$ cat src/pkg/clk_ctrl_regs.svh
// Summary of operation
// - clocks come from a 2-stage prescaler then a 21-stage divider chain
// - prescaler and divider clear on reset and on stop entry and release
// - slow and sleep modes feed the slow clock into stage seven directly
// - warm-up after stop from a run mode feeds stage six into stage seven
// - a machine cycle is four states, each one main clock period
// - instructions take one to ten machine cycles on the main clock
// - single-clock mode runs fast clock only; slow pins are ports
// - reset starts in run_single with core and peripherals on fast clock
// - idle bit enters doze_single: cpu and watchdog halt, peripherals run
// - doze_single returns to run_single on any interrupt request
// - doze wake services interrupt if master enable, else resumes next
// - generator_halt enters deep doze; only time-base timer keeps clock
// - falling edge of selected time-base source ends deep doze
// - deep doze entry and exit ignore time_base_enable
// - time-base interrupt taken only when all three enables are one
// - deep doze entered with time_base_enable sets pending latch on return
// - dual mode runs both oscillators; main clock fast or slow by mode
// - slow and sleep machine cycle is four slow clock periods
// - sysclk_sel one goes run_dual to slow_both_osc, zero goes back
// - clearing fast_osc_enable in slow_both_osc stops fast oscillator, to slow_osc_only
// - after stop wake, execution resumes only once warm-up completes
`ifndef CLK_CTRL_REGS_SVH
`define CLK_CTRL_REGS_SVH

`define ADDR_SYS_CTRL_FIRST   4'h0
`define ADDR_SYS_CTRL_SECOND  4'h1
`define ADDR_TIME_BASE_CTRL   4'h2
`define ADDR_MODE_STATUS      4'h3

// sys_ctrl_first
`define SC1_STOP_BIT          7
// sys_ctrl_second
`define SC2_FAST_OSC_BIT      7
`define SC2_SLOW_OSC_BIT      6
`define SC2_SYSCLK_SEL_BIT    5
`define SC2_GEN_HALT_BIT      4
`define SC2_IDLE_BIT          3
// time_base_ctrl
`define TBC_TB_ENABLE_BIT     7
`define TBC_STAGE7_SEL_BIT    4
`define TBC_TB_SRC_LSB        0

`define RST_SYS_CTRL_SECOND   8'h80
`define RST_TIME_BASE_CTRL    8'h00

`define PRESCALE_STAGES       2
`define DIVIDER_STAGES        21
`define LOW_STAGES            8
`define STATES_PER_MCYCLE     4
`define MAX_INSTR_MCYCLES     4'hA
`define WARMUP_DIV_BIT        12
`endif

$ cat src/pkg/clk_ctrl_pkg.sv
package clk_ctrl_pkg;
  typedef enum logic [3:0] {
    RUN_SINGLE       = 4'h0,
    DOZE_SINGLE      = 4'h1,
    DEEP_DOZE_SINGLE = 4'h3,
    RUN_DUAL         = 4'h2,
    DOZE_DUAL        = 4'h6,
    SLOW_BOTH_OSC    = 4'h7,
    SLOW_OSC_ONLY    = 4'h5,
    SLEEP_SLOW_ONLY  = 4'h4,
    SLEEP_BOTH_OSC   = 4'hC,
    DEEP_SLEEP_SLOW  = 4'hD,
    STOP_HALT        = 4'hF,
    STOP_WARMUP      = 4'hE
  } op_mode_t;

  typedef logic [1:0] mc_state_t;
endpackage : clk_ctrl_pkg

$ cat src/rtl/system_clock_mode_controller.sv
`timescale 1ns/1ns
`include "clk_ctrl_regs.svh"
module system_clock_mode_controller (
  input  wire logic                  i_core_clk,
  input  wire logic                  i_resetn,
  input  wire logic [3:0]            i_addr,
  input  wire logic [7:0]            i_wr_data,
  input  wire logic                  i_wr_en,
  input  wire logic                  i_rd_en,
  input  wire logic                  i_slow_xtal_in,
  input  wire logic                  i_stop_wake_n,
  input  wire logic                  i_irq_req,
  input  wire logic                  i_int_master_enable,
  input  wire logic                  i_time_base_irq_en,
  input  wire logic                  i_time_base_irq_clr,
  input  wire logic [3:0]            i_instr_mcycles,
  input  wire logic                  i_instr_start,
  output logic [7:0]                 o_rd_data,
  output clk_ctrl_pkg::op_mode_t     o_mode,
  output clk_ctrl_pkg::mc_state_t    o_mc_state,
  output logic                       o_main_tick,
  output logic                       o_mcycle_end,
  output logic                       o_instr_done,
  output logic [20:0]                o_divider,
  output logic                       o_cpu_run,
  output logic                       o_wdt_run,
  output logic                       o_periph_clk_en,
  output logic                       o_tbt_clk_en,
  output logic                       o_fast_osc_on,
  output logic                       o_slow_osc_on,
  output logic                       o_slow_pins_are_port,
  output logic                       o_main_from_slow,
  output logic                       o_irq_accept,
  output logic                       o_resume_next,
  output logic                       o_time_base_irq,
  output logic                       o_time_base_irq_take
);
  import clk_ctrl_pkg::*;

  function automatic logic tb_tap(input logic [2:0] sel,
                                  input logic [20:0] dv);
    // source taps spread along the upper divider stages
    unique case (sel)
      3'h0: tb_tap = dv[20];
      3'h1: tb_tap = dv[18];
      3'h2: tb_tap = dv[16];
      3'h3: tb_tap = dv[14];
      3'h4: tb_tap = dv[12];
      3'h5: tb_tap = dv[11];
      3'h6: tb_tap = dv[10];
      3'h7: tb_tap = dv[8];
    endcase
  endfunction : tb_tap

  function automatic logic is_slow_mode(input op_mode_t m);
    is_slow_mode = (m == SLOW_BOTH_OSC) || (m == SLOW_OSC_ONLY) ||
                   (m == SLEEP_SLOW_ONLY) || (m == SLEEP_BOTH_OSC) ||
                   (m == DEEP_SLEEP_SLOW);
  endfunction : is_slow_mode

  // pin synchronisers
  logic       slow_s1_q;
  logic       slow_s2_q;
  logic       slow_s3_q;
  logic       wake_s1_q;
  logic       wake_s2_q;

  // software state
  logic       stop_req_q;
  logic       fast_osc_enable_q;
  logic       slow_osc_enable_q;
  logic       sysclk_sel_q;
  logic       generator_halt_q;
  logic       idle_req_q;
  logic       time_base_enable_q;
  logic       stage7_src_sel_q;
  logic [2:0] time_base_src_q;

  op_mode_t   mode_q;
  op_mode_t   mode_d;
  op_mode_t   resume_mode_q;
  logic       warm_from_run_q;
  logic       tb_en_at_entry_q;
  logic [1:0] pre_q;
  logic [20:0] div_q;
  logic [20:0] div_d;
  logic [1:0] pre_d;
  logic       tb_prev_q;
  logic [1:0] state_q;
  logic [3:0] instr_cnt_q;
  logic       tb_pend_q;

  // decode
  wire        wr_sc1  = i_wr_en && (i_addr == `ADDR_SYS_CTRL_FIRST);
  wire        wr_sc2  = i_wr_en && (i_addr == `ADDR_SYS_CTRL_SECOND);
  wire        wr_tbc  = i_wr_en && (i_addr == `ADDR_TIME_BASE_CTRL);
  wire        slow_tick = slow_s2_q && !slow_s3_q;
  wire        slow_mode = is_slow_mode(mode_q);
  wire        stop_like = (mode_q == STOP_HALT) || (mode_q == STOP_WARMUP);
  wire        fast_running = !stop_like &&
                             (mode_q != SLOW_OSC_ONLY) &&
                             (mode_q != SLEEP_SLOW_ONLY) &&
                             (mode_q != DEEP_SLEEP_SLOW);
  wire        warm_run  = (mode_q == STOP_WARMUP) && warm_from_run_q;
  // a stop taken from a slow mode warms up on the slow clock
  wire        warm_slow = (mode_q == STOP_WARMUP) && !warm_from_run_q;
  // stages 1..6 only count while the fast oscillator feeds them
  wire        low_carry = (fast_running || warm_run) &&
                          (&pre_q) && (&div_q[5:0]);
  wire        dual_fast = (mode_q == RUN_DUAL) || (mode_q == DOZE_DUAL);
  wire        stage7_in =
      warm_run            ? low_carry :
      warm_slow           ? slow_tick :
      slow_mode           ? slow_tick :
      dual_fast           ? (stage7_src_sel_q ? slow_tick
                                              : low_carry) :
                            low_carry;
  wire        tb_src    = tb_tap(time_base_src_q, div_q);
  wire        tb_fall   = tb_prev_q && !tb_src;
  wire        warm_done = (mode_q == STOP_WARMUP) &&
                          div_q[`WARMUP_DIV_BIT];
  wire        main_tick = slow_mode ? slow_tick
                                    : fast_running;
  wire        cpu_run   = (mode_q == RUN_SINGLE) ||
                          (mode_q == RUN_DUAL) ||
                          (mode_q == SLOW_BOTH_OSC) ||
                          (mode_q == SLOW_OSC_ONLY);
  wire        deep_mode = (mode_q == DEEP_DOZE_SINGLE) ||
                          (mode_q == DEEP_SLEEP_SLOW);
  wire        doze_mode = (mode_q == DOZE_SINGLE) ||
                          (mode_q == DOZE_DUAL) ||
                          (mode_q == SLEEP_SLOW_ONLY) ||
                          (mode_q == SLEEP_BOTH_OSC);
  wire        doze_wake = doze_mode && i_irq_req;
  wire        deep_wake = deep_mode && tb_fall;
  wire        stop_enter = cpu_run && stop_req_q;
  // clearing on both stop edges keeps warm-up length independent of history
  wire        div_clear = stop_enter ||
                          ((mode_q == STOP_HALT) && !wake_s2_q);
  wire        mc_end    = main_tick && (state_q == 2'h3);
  wire        tb_set    = (deep_wake && tb_en_at_entry_q) ||
                          (!deep_mode && cpu_run && tb_fall &&
                           time_base_enable_q);
  wire [7:0]  sc1_view  = {stop_req_q, 7'h00};
  wire [7:0]  sc2_view  = {fast_osc_enable_q, slow_osc_enable_q,
                           sysclk_sel_q, generator_halt_q,
                           idle_req_q, 3'h0};
  wire [7:0]  tbc_view  = {time_base_enable_q, 2'h0, stage7_src_sel_q,
                           1'b0, time_base_src_q};
  wire [7:0]  stat_view = {tb_pend_q, state_q, 1'b0, mode_q};
  wire [7:0]  rd_mux    =
      !i_rd_en                          ? 8'h00 :
      (i_addr == `ADDR_SYS_CTRL_FIRST)  ? sc1_view :
      (i_addr == `ADDR_SYS_CTRL_SECOND) ? sc2_view :
      (i_addr == `ADDR_TIME_BASE_CTRL)  ? tbc_view :
      (i_addr == `ADDR_MODE_STATUS)     ? stat_view : 8'h00;

  // divider next value
  always_comb begin
    pre_d = pre_q;
    div_d = div_q;
    if (div_clear || warm_done) begin
      pre_d = 2'h0;
      div_d = 21'h0;
    end else begin
      if (fast_running || (mode_q == STOP_WARMUP && warm_from_run_q)) begin
        pre_d = pre_q + 2'h1;
        if (&pre_q) begin
          div_d[5:0] = div_q[5:0] + 6'h01;
        end
      end
      if (stage7_in) begin
        div_d[20:6] = div_q[20:6] + 15'h0001;
      end
    end
  end

  // mode sequencer
  always_comb begin
    mode_d = mode_q;
    unique case (mode_q)
      RUN_SINGLE: begin
        if (stop_req_q) begin
          mode_d = STOP_HALT;
        end else if (generator_halt_q) begin
          mode_d = DEEP_DOZE_SINGLE;
        end else if (idle_req_q) begin
          mode_d = DOZE_SINGLE;
        end else if (slow_osc_enable_q) begin
          mode_d = RUN_DUAL;
        end
      end
      DOZE_SINGLE: begin
        if (doze_wake) begin
          mode_d = RUN_SINGLE;
        end
      end
      DEEP_DOZE_SINGLE: begin
        if (deep_wake) begin
          mode_d = RUN_SINGLE;
        end
      end
      RUN_DUAL: begin
        if (stop_req_q) begin
          mode_d = STOP_HALT;
        end else if (idle_req_q) begin
          mode_d = DOZE_DUAL;
        end else if (sysclk_sel_q) begin
          mode_d = SLOW_BOTH_OSC;
        end else if (!slow_osc_enable_q) begin
          mode_d = RUN_SINGLE;
        end
      end
      DOZE_DUAL: begin
        if (doze_wake) begin
          mode_d = RUN_DUAL;
        end
      end
      SLOW_BOTH_OSC: begin
        if (stop_req_q) begin
          mode_d = STOP_HALT;
        end else if (generator_halt_q) begin
          mode_d = DEEP_SLEEP_SLOW;
        end else if (idle_req_q) begin
          mode_d = SLEEP_BOTH_OSC;
        end else if (!sysclk_sel_q) begin
          mode_d = RUN_DUAL;
        end else if (!fast_osc_enable_q) begin
          mode_d = SLOW_OSC_ONLY;
        end
      end
      SLOW_OSC_ONLY: begin
        if (stop_req_q) begin
          mode_d = STOP_HALT;
        end else if (generator_halt_q) begin
          mode_d = DEEP_SLEEP_SLOW;
        end else if (idle_req_q) begin
          mode_d = SLEEP_SLOW_ONLY;
        end else if (fast_osc_enable_q) begin
          mode_d = SLOW_BOTH_OSC;
        end
      end
      SLEEP_SLOW_ONLY: begin
        if (doze_wake) begin
          mode_d = SLOW_OSC_ONLY;
        end
      end
      SLEEP_BOTH_OSC: begin
        if (doze_wake) begin
          mode_d = SLOW_BOTH_OSC;
        end
      end
      DEEP_SLEEP_SLOW: begin
        if (deep_wake) begin
          mode_d = SLOW_OSC_ONLY;
        end
      end
      STOP_HALT: begin
        if (!wake_s2_q) begin
          mode_d = STOP_WARMUP;
        end
      end
      STOP_WARMUP: begin
        if (warm_done) begin
          mode_d = resume_mode_q;
        end
      end
      default: mode_d = RUN_SINGLE;
    endcase
  end

  always_ff @(posedge i_core_clk or negedge i_resetn) begin
    if (!i_resetn) begin
      slow_s1_q <= 1'b0;
      slow_s2_q <= 1'b0;
      slow_s3_q <= 1'b0;
      wake_s1_q <= 1'b1;
      wake_s2_q <= 1'b1;
    end else begin
      slow_s1_q <= i_slow_xtal_in;
      slow_s2_q <= slow_s1_q;
      slow_s3_q <= slow_s2_q;
      wake_s1_q <= i_stop_wake_n;
      wake_s2_q <= wake_s1_q;
    end
  end

  // idle, halt and stop requests clear themselves once the mode is taken
  always_ff @(posedge i_core_clk or negedge i_resetn) begin
    if (!i_resetn) begin
      stop_req_q         <= 1'b0;
      fast_osc_enable_q  <= 1'b1;
      slow_osc_enable_q  <= 1'b0;
      sysclk_sel_q       <= 1'b0;
      generator_halt_q   <= 1'b0;
      idle_req_q         <= 1'b0;
      time_base_enable_q <= 1'b0;
      stage7_src_sel_q   <= 1'b0;
      time_base_src_q    <= 3'h0;
    end else begin
      stop_req_q       <= wr_sc1 ? i_wr_data[`SC1_STOP_BIT]
                                 : (stop_req_q && !stop_enter);
      generator_halt_q <= wr_sc2 ? i_wr_data[`SC2_GEN_HALT_BIT]
                                 : (generator_halt_q && cpu_run);
      idle_req_q       <= wr_sc2 ? i_wr_data[`SC2_IDLE_BIT]
                                 : (idle_req_q && cpu_run);
      if (wr_sc2) begin
        fast_osc_enable_q <= i_wr_data[`SC2_FAST_OSC_BIT];
        slow_osc_enable_q <= i_wr_data[`SC2_SLOW_OSC_BIT];
        sysclk_sel_q      <= i_wr_data[`SC2_SYSCLK_SEL_BIT];
      end
      if (wr_tbc) begin
        time_base_enable_q <= i_wr_data[`TBC_TB_ENABLE_BIT];
        stage7_src_sel_q   <= i_wr_data[`TBC_STAGE7_SEL_BIT];
        time_base_src_q    <= i_wr_data[`TBC_TB_SRC_LSB +: 3];
      end
    end
  end

  always_ff @(posedge i_core_clk or negedge i_resetn) begin
    if (!i_resetn) begin
      mode_q           <= RUN_SINGLE;
      resume_mode_q    <= RUN_SINGLE;
      warm_from_run_q  <= 1'b0;
      tb_en_at_entry_q <= 1'b0;
      pre_q            <= 2'h0;
      div_q            <= 21'h0;
      tb_prev_q        <= 1'b0;
    end else begin
      mode_q    <= mode_d;
      pre_q     <= pre_d;
      div_q     <= div_d;
      tb_prev_q <= tb_src;
      if (stop_enter) begin
        resume_mode_q   <= mode_q;
        warm_from_run_q <= !slow_mode;
      end
      if (cpu_run && (mode_d != mode_q)) begin
        tb_en_at_entry_q <= time_base_enable_q;
      end
    end
  end

  always_ff @(posedge i_core_clk or negedge i_resetn) begin
    if (!i_resetn) begin
      state_q     <= 2'h0;
      instr_cnt_q <= 4'h0;
      tb_pend_q   <= 1'b0;
    end else begin
      if (main_tick) begin
        state_q <= state_q + 2'h1;
      end
      if (i_instr_start && cpu_run) begin
        instr_cnt_q <= (i_instr_mcycles == 4'h0) ? 4'h1 :
                       (i_instr_mcycles > `MAX_INSTR_MCYCLES) ?
                       `MAX_INSTR_MCYCLES : i_instr_mcycles;
      end else if (mc_end && cpu_run && (instr_cnt_q != 4'h0)) begin
        instr_cnt_q <= instr_cnt_q - 4'h1;
      end
      // a set in the same cycle as the clear wins
      tb_pend_q <= tb_set || (tb_pend_q && !i_time_base_irq_clr);
    end
  end

  // registered outputs
  always_ff @(posedge i_core_clk or negedge i_resetn) begin
    if (!i_resetn) begin
      o_rd_data            <= 8'h00;
      o_mode               <= RUN_SINGLE;
      o_mc_state           <= 2'h0;
      o_main_tick          <= 1'b0;
      o_mcycle_end         <= 1'b0;
      o_instr_done         <= 1'b0;
      o_divider            <= 21'h0;
      o_cpu_run            <= 1'b1;
      o_wdt_run            <= 1'b1;
      o_periph_clk_en      <= 1'b1;
      o_tbt_clk_en         <= 1'b1;
      o_fast_osc_on        <= 1'b1;
      o_slow_osc_on        <= 1'b0;
      o_slow_pins_are_port <= 1'b1;
      o_main_from_slow     <= 1'b0;
      o_irq_accept         <= 1'b0;
      o_resume_next        <= 1'b0;
      o_time_base_irq      <= 1'b0;
      o_time_base_irq_take <= 1'b0;
    end else begin
      o_rd_data            <= rd_mux;
      o_mode               <= mode_d;
      o_mc_state           <= state_q;
      o_main_tick          <= main_tick;
      o_mcycle_end         <= mc_end;
      o_instr_done         <= mc_end && cpu_run && (instr_cnt_q == 4'h1);
      o_divider            <= div_q;
      o_cpu_run            <= cpu_run;
      o_wdt_run            <= cpu_run;
      o_periph_clk_en      <= !deep_mode && !stop_like;
      o_tbt_clk_en         <= !stop_like;
      o_fast_osc_on        <= fast_running;
      o_slow_osc_on        <= slow_osc_enable_q;
      o_slow_pins_are_port <= !slow_osc_enable_q;
      o_main_from_slow     <= slow_mode;
      o_irq_accept         <= doze_wake && i_int_master_enable;
      o_resume_next        <= (doze_wake && !i_int_master_enable) ||
                              warm_done;
      o_time_base_irq      <= tb_pend_q;
      o_time_base_irq_take <= tb_pend_q && i_int_master_enable &&
                              i_time_base_irq_en && time_base_enable_q;
    end
  end
endmodule : system_clock_mode_controller

$ cat config.mk
export PLATFORM = sky130hd
export DESIGN_NAME = system_clock_mode_controller
export DESIGN_NICKNAME = d
export VERILOG_FILES = /design/src/pkg/clk_ctrl_pkg.sv /design/src/rtl/system_clock_mode_controller.sv
export VERILOG_INCLUDE_DIRS = /design/src /design/src/pkg
export SDC_FILE = /design/constraint.sdc
export NUM_CORES = 1
export LEC_CHECK = 0
export BUFFER_PORTS_ARGS = -buffer_cell sky130_fd_sc_hd__buf_2
export CAP_MARGIN = 20
export CORE_UTILIZATION = 56
export CTS_CLUSTER_SIZE = 28
export DETAILED_ROUTE_END_ITERATION = 10
export GPL_ROUTABILITY_DRIVEN = 0
export PLACE_DENSITY = 0.88
export SLEW_MARGIN = 20
export SYNTH_ARGS = -nofsm -noshare
export SYNTH_HDL_FRONTEND = slang
export SYNTH_SLANG_ARGS = --single-unit
export TNS_END_PERCENT = 50
$ cat constraint.sdc
create_clock -name i_core_clk -period 3 [get_ports i_core_clk]
set_input_delay 0.45 -clock i_core_clk [delete_from_list [all_inputs] [get_ports i_core_clk]]
set_output_delay 0.45 -clock i_core_clk [all_outputs]
set_load 0.05 [all_outputs]
==> metrics.yaml <==
floorplan:
  start_util_pct: 58.9
  io_pins: 77
  core_region_area_sq_um: 7850
  die_w_um: 92.9
  row_count: 32
  dieArea_sq_um: 8620
  fp.dieH_um: 92.9
setup_path:
  crit_type: "flop to flop"
  cp-end-kind: "flop"
  critPathTopFamily: "compound AO/OA/AOI/OAI gates"
  critPathMaxFanout: 17
  max_stage_delay_ns: 0.67
  path_cells: "nor3b_1 > o21a_1 > or2_1 > o41ai_4 > nand4_1 > or3_1 > a21oi_1"
  cp_slowest_cell: "dfrtp_1"
  cp.required_ns: 3.29
  worstSetupStartpointType: "flop"
  arrival_ns: 2.85
  path_buf_inv: 0
route:
  drtPass1Iterations: 5
  vias_per_cell: 5.90
  antenna_left: 0
  drc: 0
  vias: 3682
  totalWireLength_um: 10100
  drt_iter0_drc: 394
  routedWlPerCell_um: 16.2
timing:
  rsz0062_at_grt: "false"
  setup_tns_ns: 0
  worstMarginPinSlew_ns: 0.748
  timing.hold.ws_ns: 0.131
  period_share_pct: 85.2
  fmax_mhz: 391
  setup_viol_count_final: 0
  drv_slew: 0
  setup_ws_ns: 0.444
  slew-limit-headroom_pct: 50.1
  fin_crit_ns: 2.56
  hold_violations: 0
  skew_ns: 0.0139
place:
  dp_slack_ns: 0.489
  dp_hpwl_um: 6920
  dpl_cell_area_sq_um: 5130
  io_buffers: 76
grt:
  grt_max_degree: 62
  grt_pass1_vias: 3378
  grt_use_total_pct: 24.0
  grt_pass1_wl_um: 15900
  antenna_found_initial: 0
  grt_overflow_total: 0
clocking:
  ctsHoldBuffers: 0
  max-clock-path-buffers: 2
  cts_tree: "done"
  cts.sinks: 102
  root_buffer: "clkbuf_8"
  cts_setup_buffers: 0
  insertion_delay_ns: 0.37
  cts_buffers: 9
  htreeDepth: 3
  postCtsResizedCells: 0
  clk_transition_reported_paths_ns: 0.10
hold_path:
  min_path_type: "primary input to async pin"
synthesis:
  synth-seq-area-share_pct: 55.4
  yosys_warnings: 0
  post_synth.cell_area_avg_sq_um: 10.5
  netlist_area_sq_um: 4620
  async_flop_share_pct: 100
  syn-num-nets: 473
  synthDistinctLibCells: 56
  synth_flop_cell: "dfrtp_1"
  yosys_register_bits: 102
  synth-edff-count: 0
  syn_inst: 440
finish:
  design_area_sq_um: 5310
  final_nets: 550
  area_growth_pct: 14.9
  drive_above_1_share_pct: 24.5
  antenna-diode-count: 0
outcome:
  run_status: "finished, final reports clean"
power:
  power.density_nw_per_um2: 870
  p_leak_nw: 2.63
  peakVddDrop_v: 0.000551
flow_run:
  max_cap_viol_count: 0
==> synthesized netlist by cell type (9+ instances only) <==
master,instances,area (sq um)
o21ai_0,15,75.1
nor2_1,51,191
mux2i_1,14,140
xor2_1,15,131
nor2b_1,10,62.6
clkbuf_1,17,63.8
a21oi_1,25,125
nand4_1,13,81.3
and3_1,11,68.8
nand2_1,37,139
dfrtp_1,94,2350
inv_1,12,45.0
mux2_2,9,101
nand3_1,16,80.1
==> layout by cell type, fill, tap and decap left out, drive strengths merged, types with 11 or more instances in the layout <==
master / n
dfrtp: 94
buf: 88
nor2: 51
nand2: 37
a21oi: 25
nand3: 17
o21ai: 17
xor2: 15
inv: 15
mux2i: 14
clkbuf: 14
nand4: 13
and3: 11
==> through the flow <==
| step | power (mW) | util (%) | cells |
|---|---|---|---|
| after floorplan | 3.31 | - | 440 |
| after global routing | 4.85 | 67.6 | 624 |
| after global placement | 3.72 | 65.4 | 608 |
| after detailed placement | 3.80 | 65.4 | 608 |
| final | 4.62 | 67.6 | 624 |
| after CTS | 4.60 | 67.6 | 624 |
==> layout make-up <==
class / instances / area [sq um]
clock buffer: 14 / 163
clock inverter: 2 / 16.3
fill: 616 / 2540
inverter: 15 / 56.3
multi-input combinational: 301 / 1910
sequential: 102 / 2560
tap: 102 / 128
timing repair buffer: 88 / 473
==> worst paths after layout <==
| kind | cells past startpoint | start | slack, ns | end |
|---|---|---|---|---|
| worst max-delay path | 7 | o_mode[0] | 0.44 | div_q[18] |
| worst min-delay path | 1 | i_resetn | 0.13 | o_divider[6] |
| worst max register to register | 7 | o_mode[0] | 0.44 | div_q[18] |
| worst min register to register | 0 | slow_s1_q | 0.36 | slow_s2_q |
| max in group asynchronous | 2 | i_resetn | 2.03 | o_periph_clk_en |
| min in group i_core_clk | 1 | i_slow_xtal_in | 0.18 | slow_s1_q |
==> cell families (layout without fill, tap and decap cells) <==
family	Yosys count	after routing	synth area share, %
AOI/OAI and AO/OA	76	76	11.0
xor gates and xnor gates	22	22	4.17
adders and majority gates	7	7	1.84
buffers and inverters	37	119	3.22
DFF	102	102	55.4
muxes	25	25	5.96
and+or+nand+nor	171	171	18.4
==> power by group <==
group,leakage (nW),internal [mW],switching (mW)
combinational,1.23,0.642,1.30
clock,0.0869,0.350,0.449
sequential,1.32,1.65,0.228
==> state kept, by name, indices dropped and copies added (netlist names), 2 cells and up <==
signal	flops
o_mc_state	2
state_q	2
o_divider	21
time_base_src_q	3
o_mode	4
pre_q	2
o_rd_data	8
resume_mode_q	4
div_q	21
instr_cnt_q	4
==> routing by layer <==
metal  wire [um]  GRT usage (%)
met1        4340           32.0
met2        4790           38.2
met3         710           4.11
met4         267           11.3
met5           0              0
==> worst register-to-register path: stages, from the launching register on <==
cell and delay (ns):
dfrtp_1 0.67, nor3b_1 0.12, o21a_1 0.21, or2_1 0.26, o41ai_4 0.55, nand4_1 0.17, or3_1 0.34, a21oi_1 0.16
(Power assumes the default switching activity.)
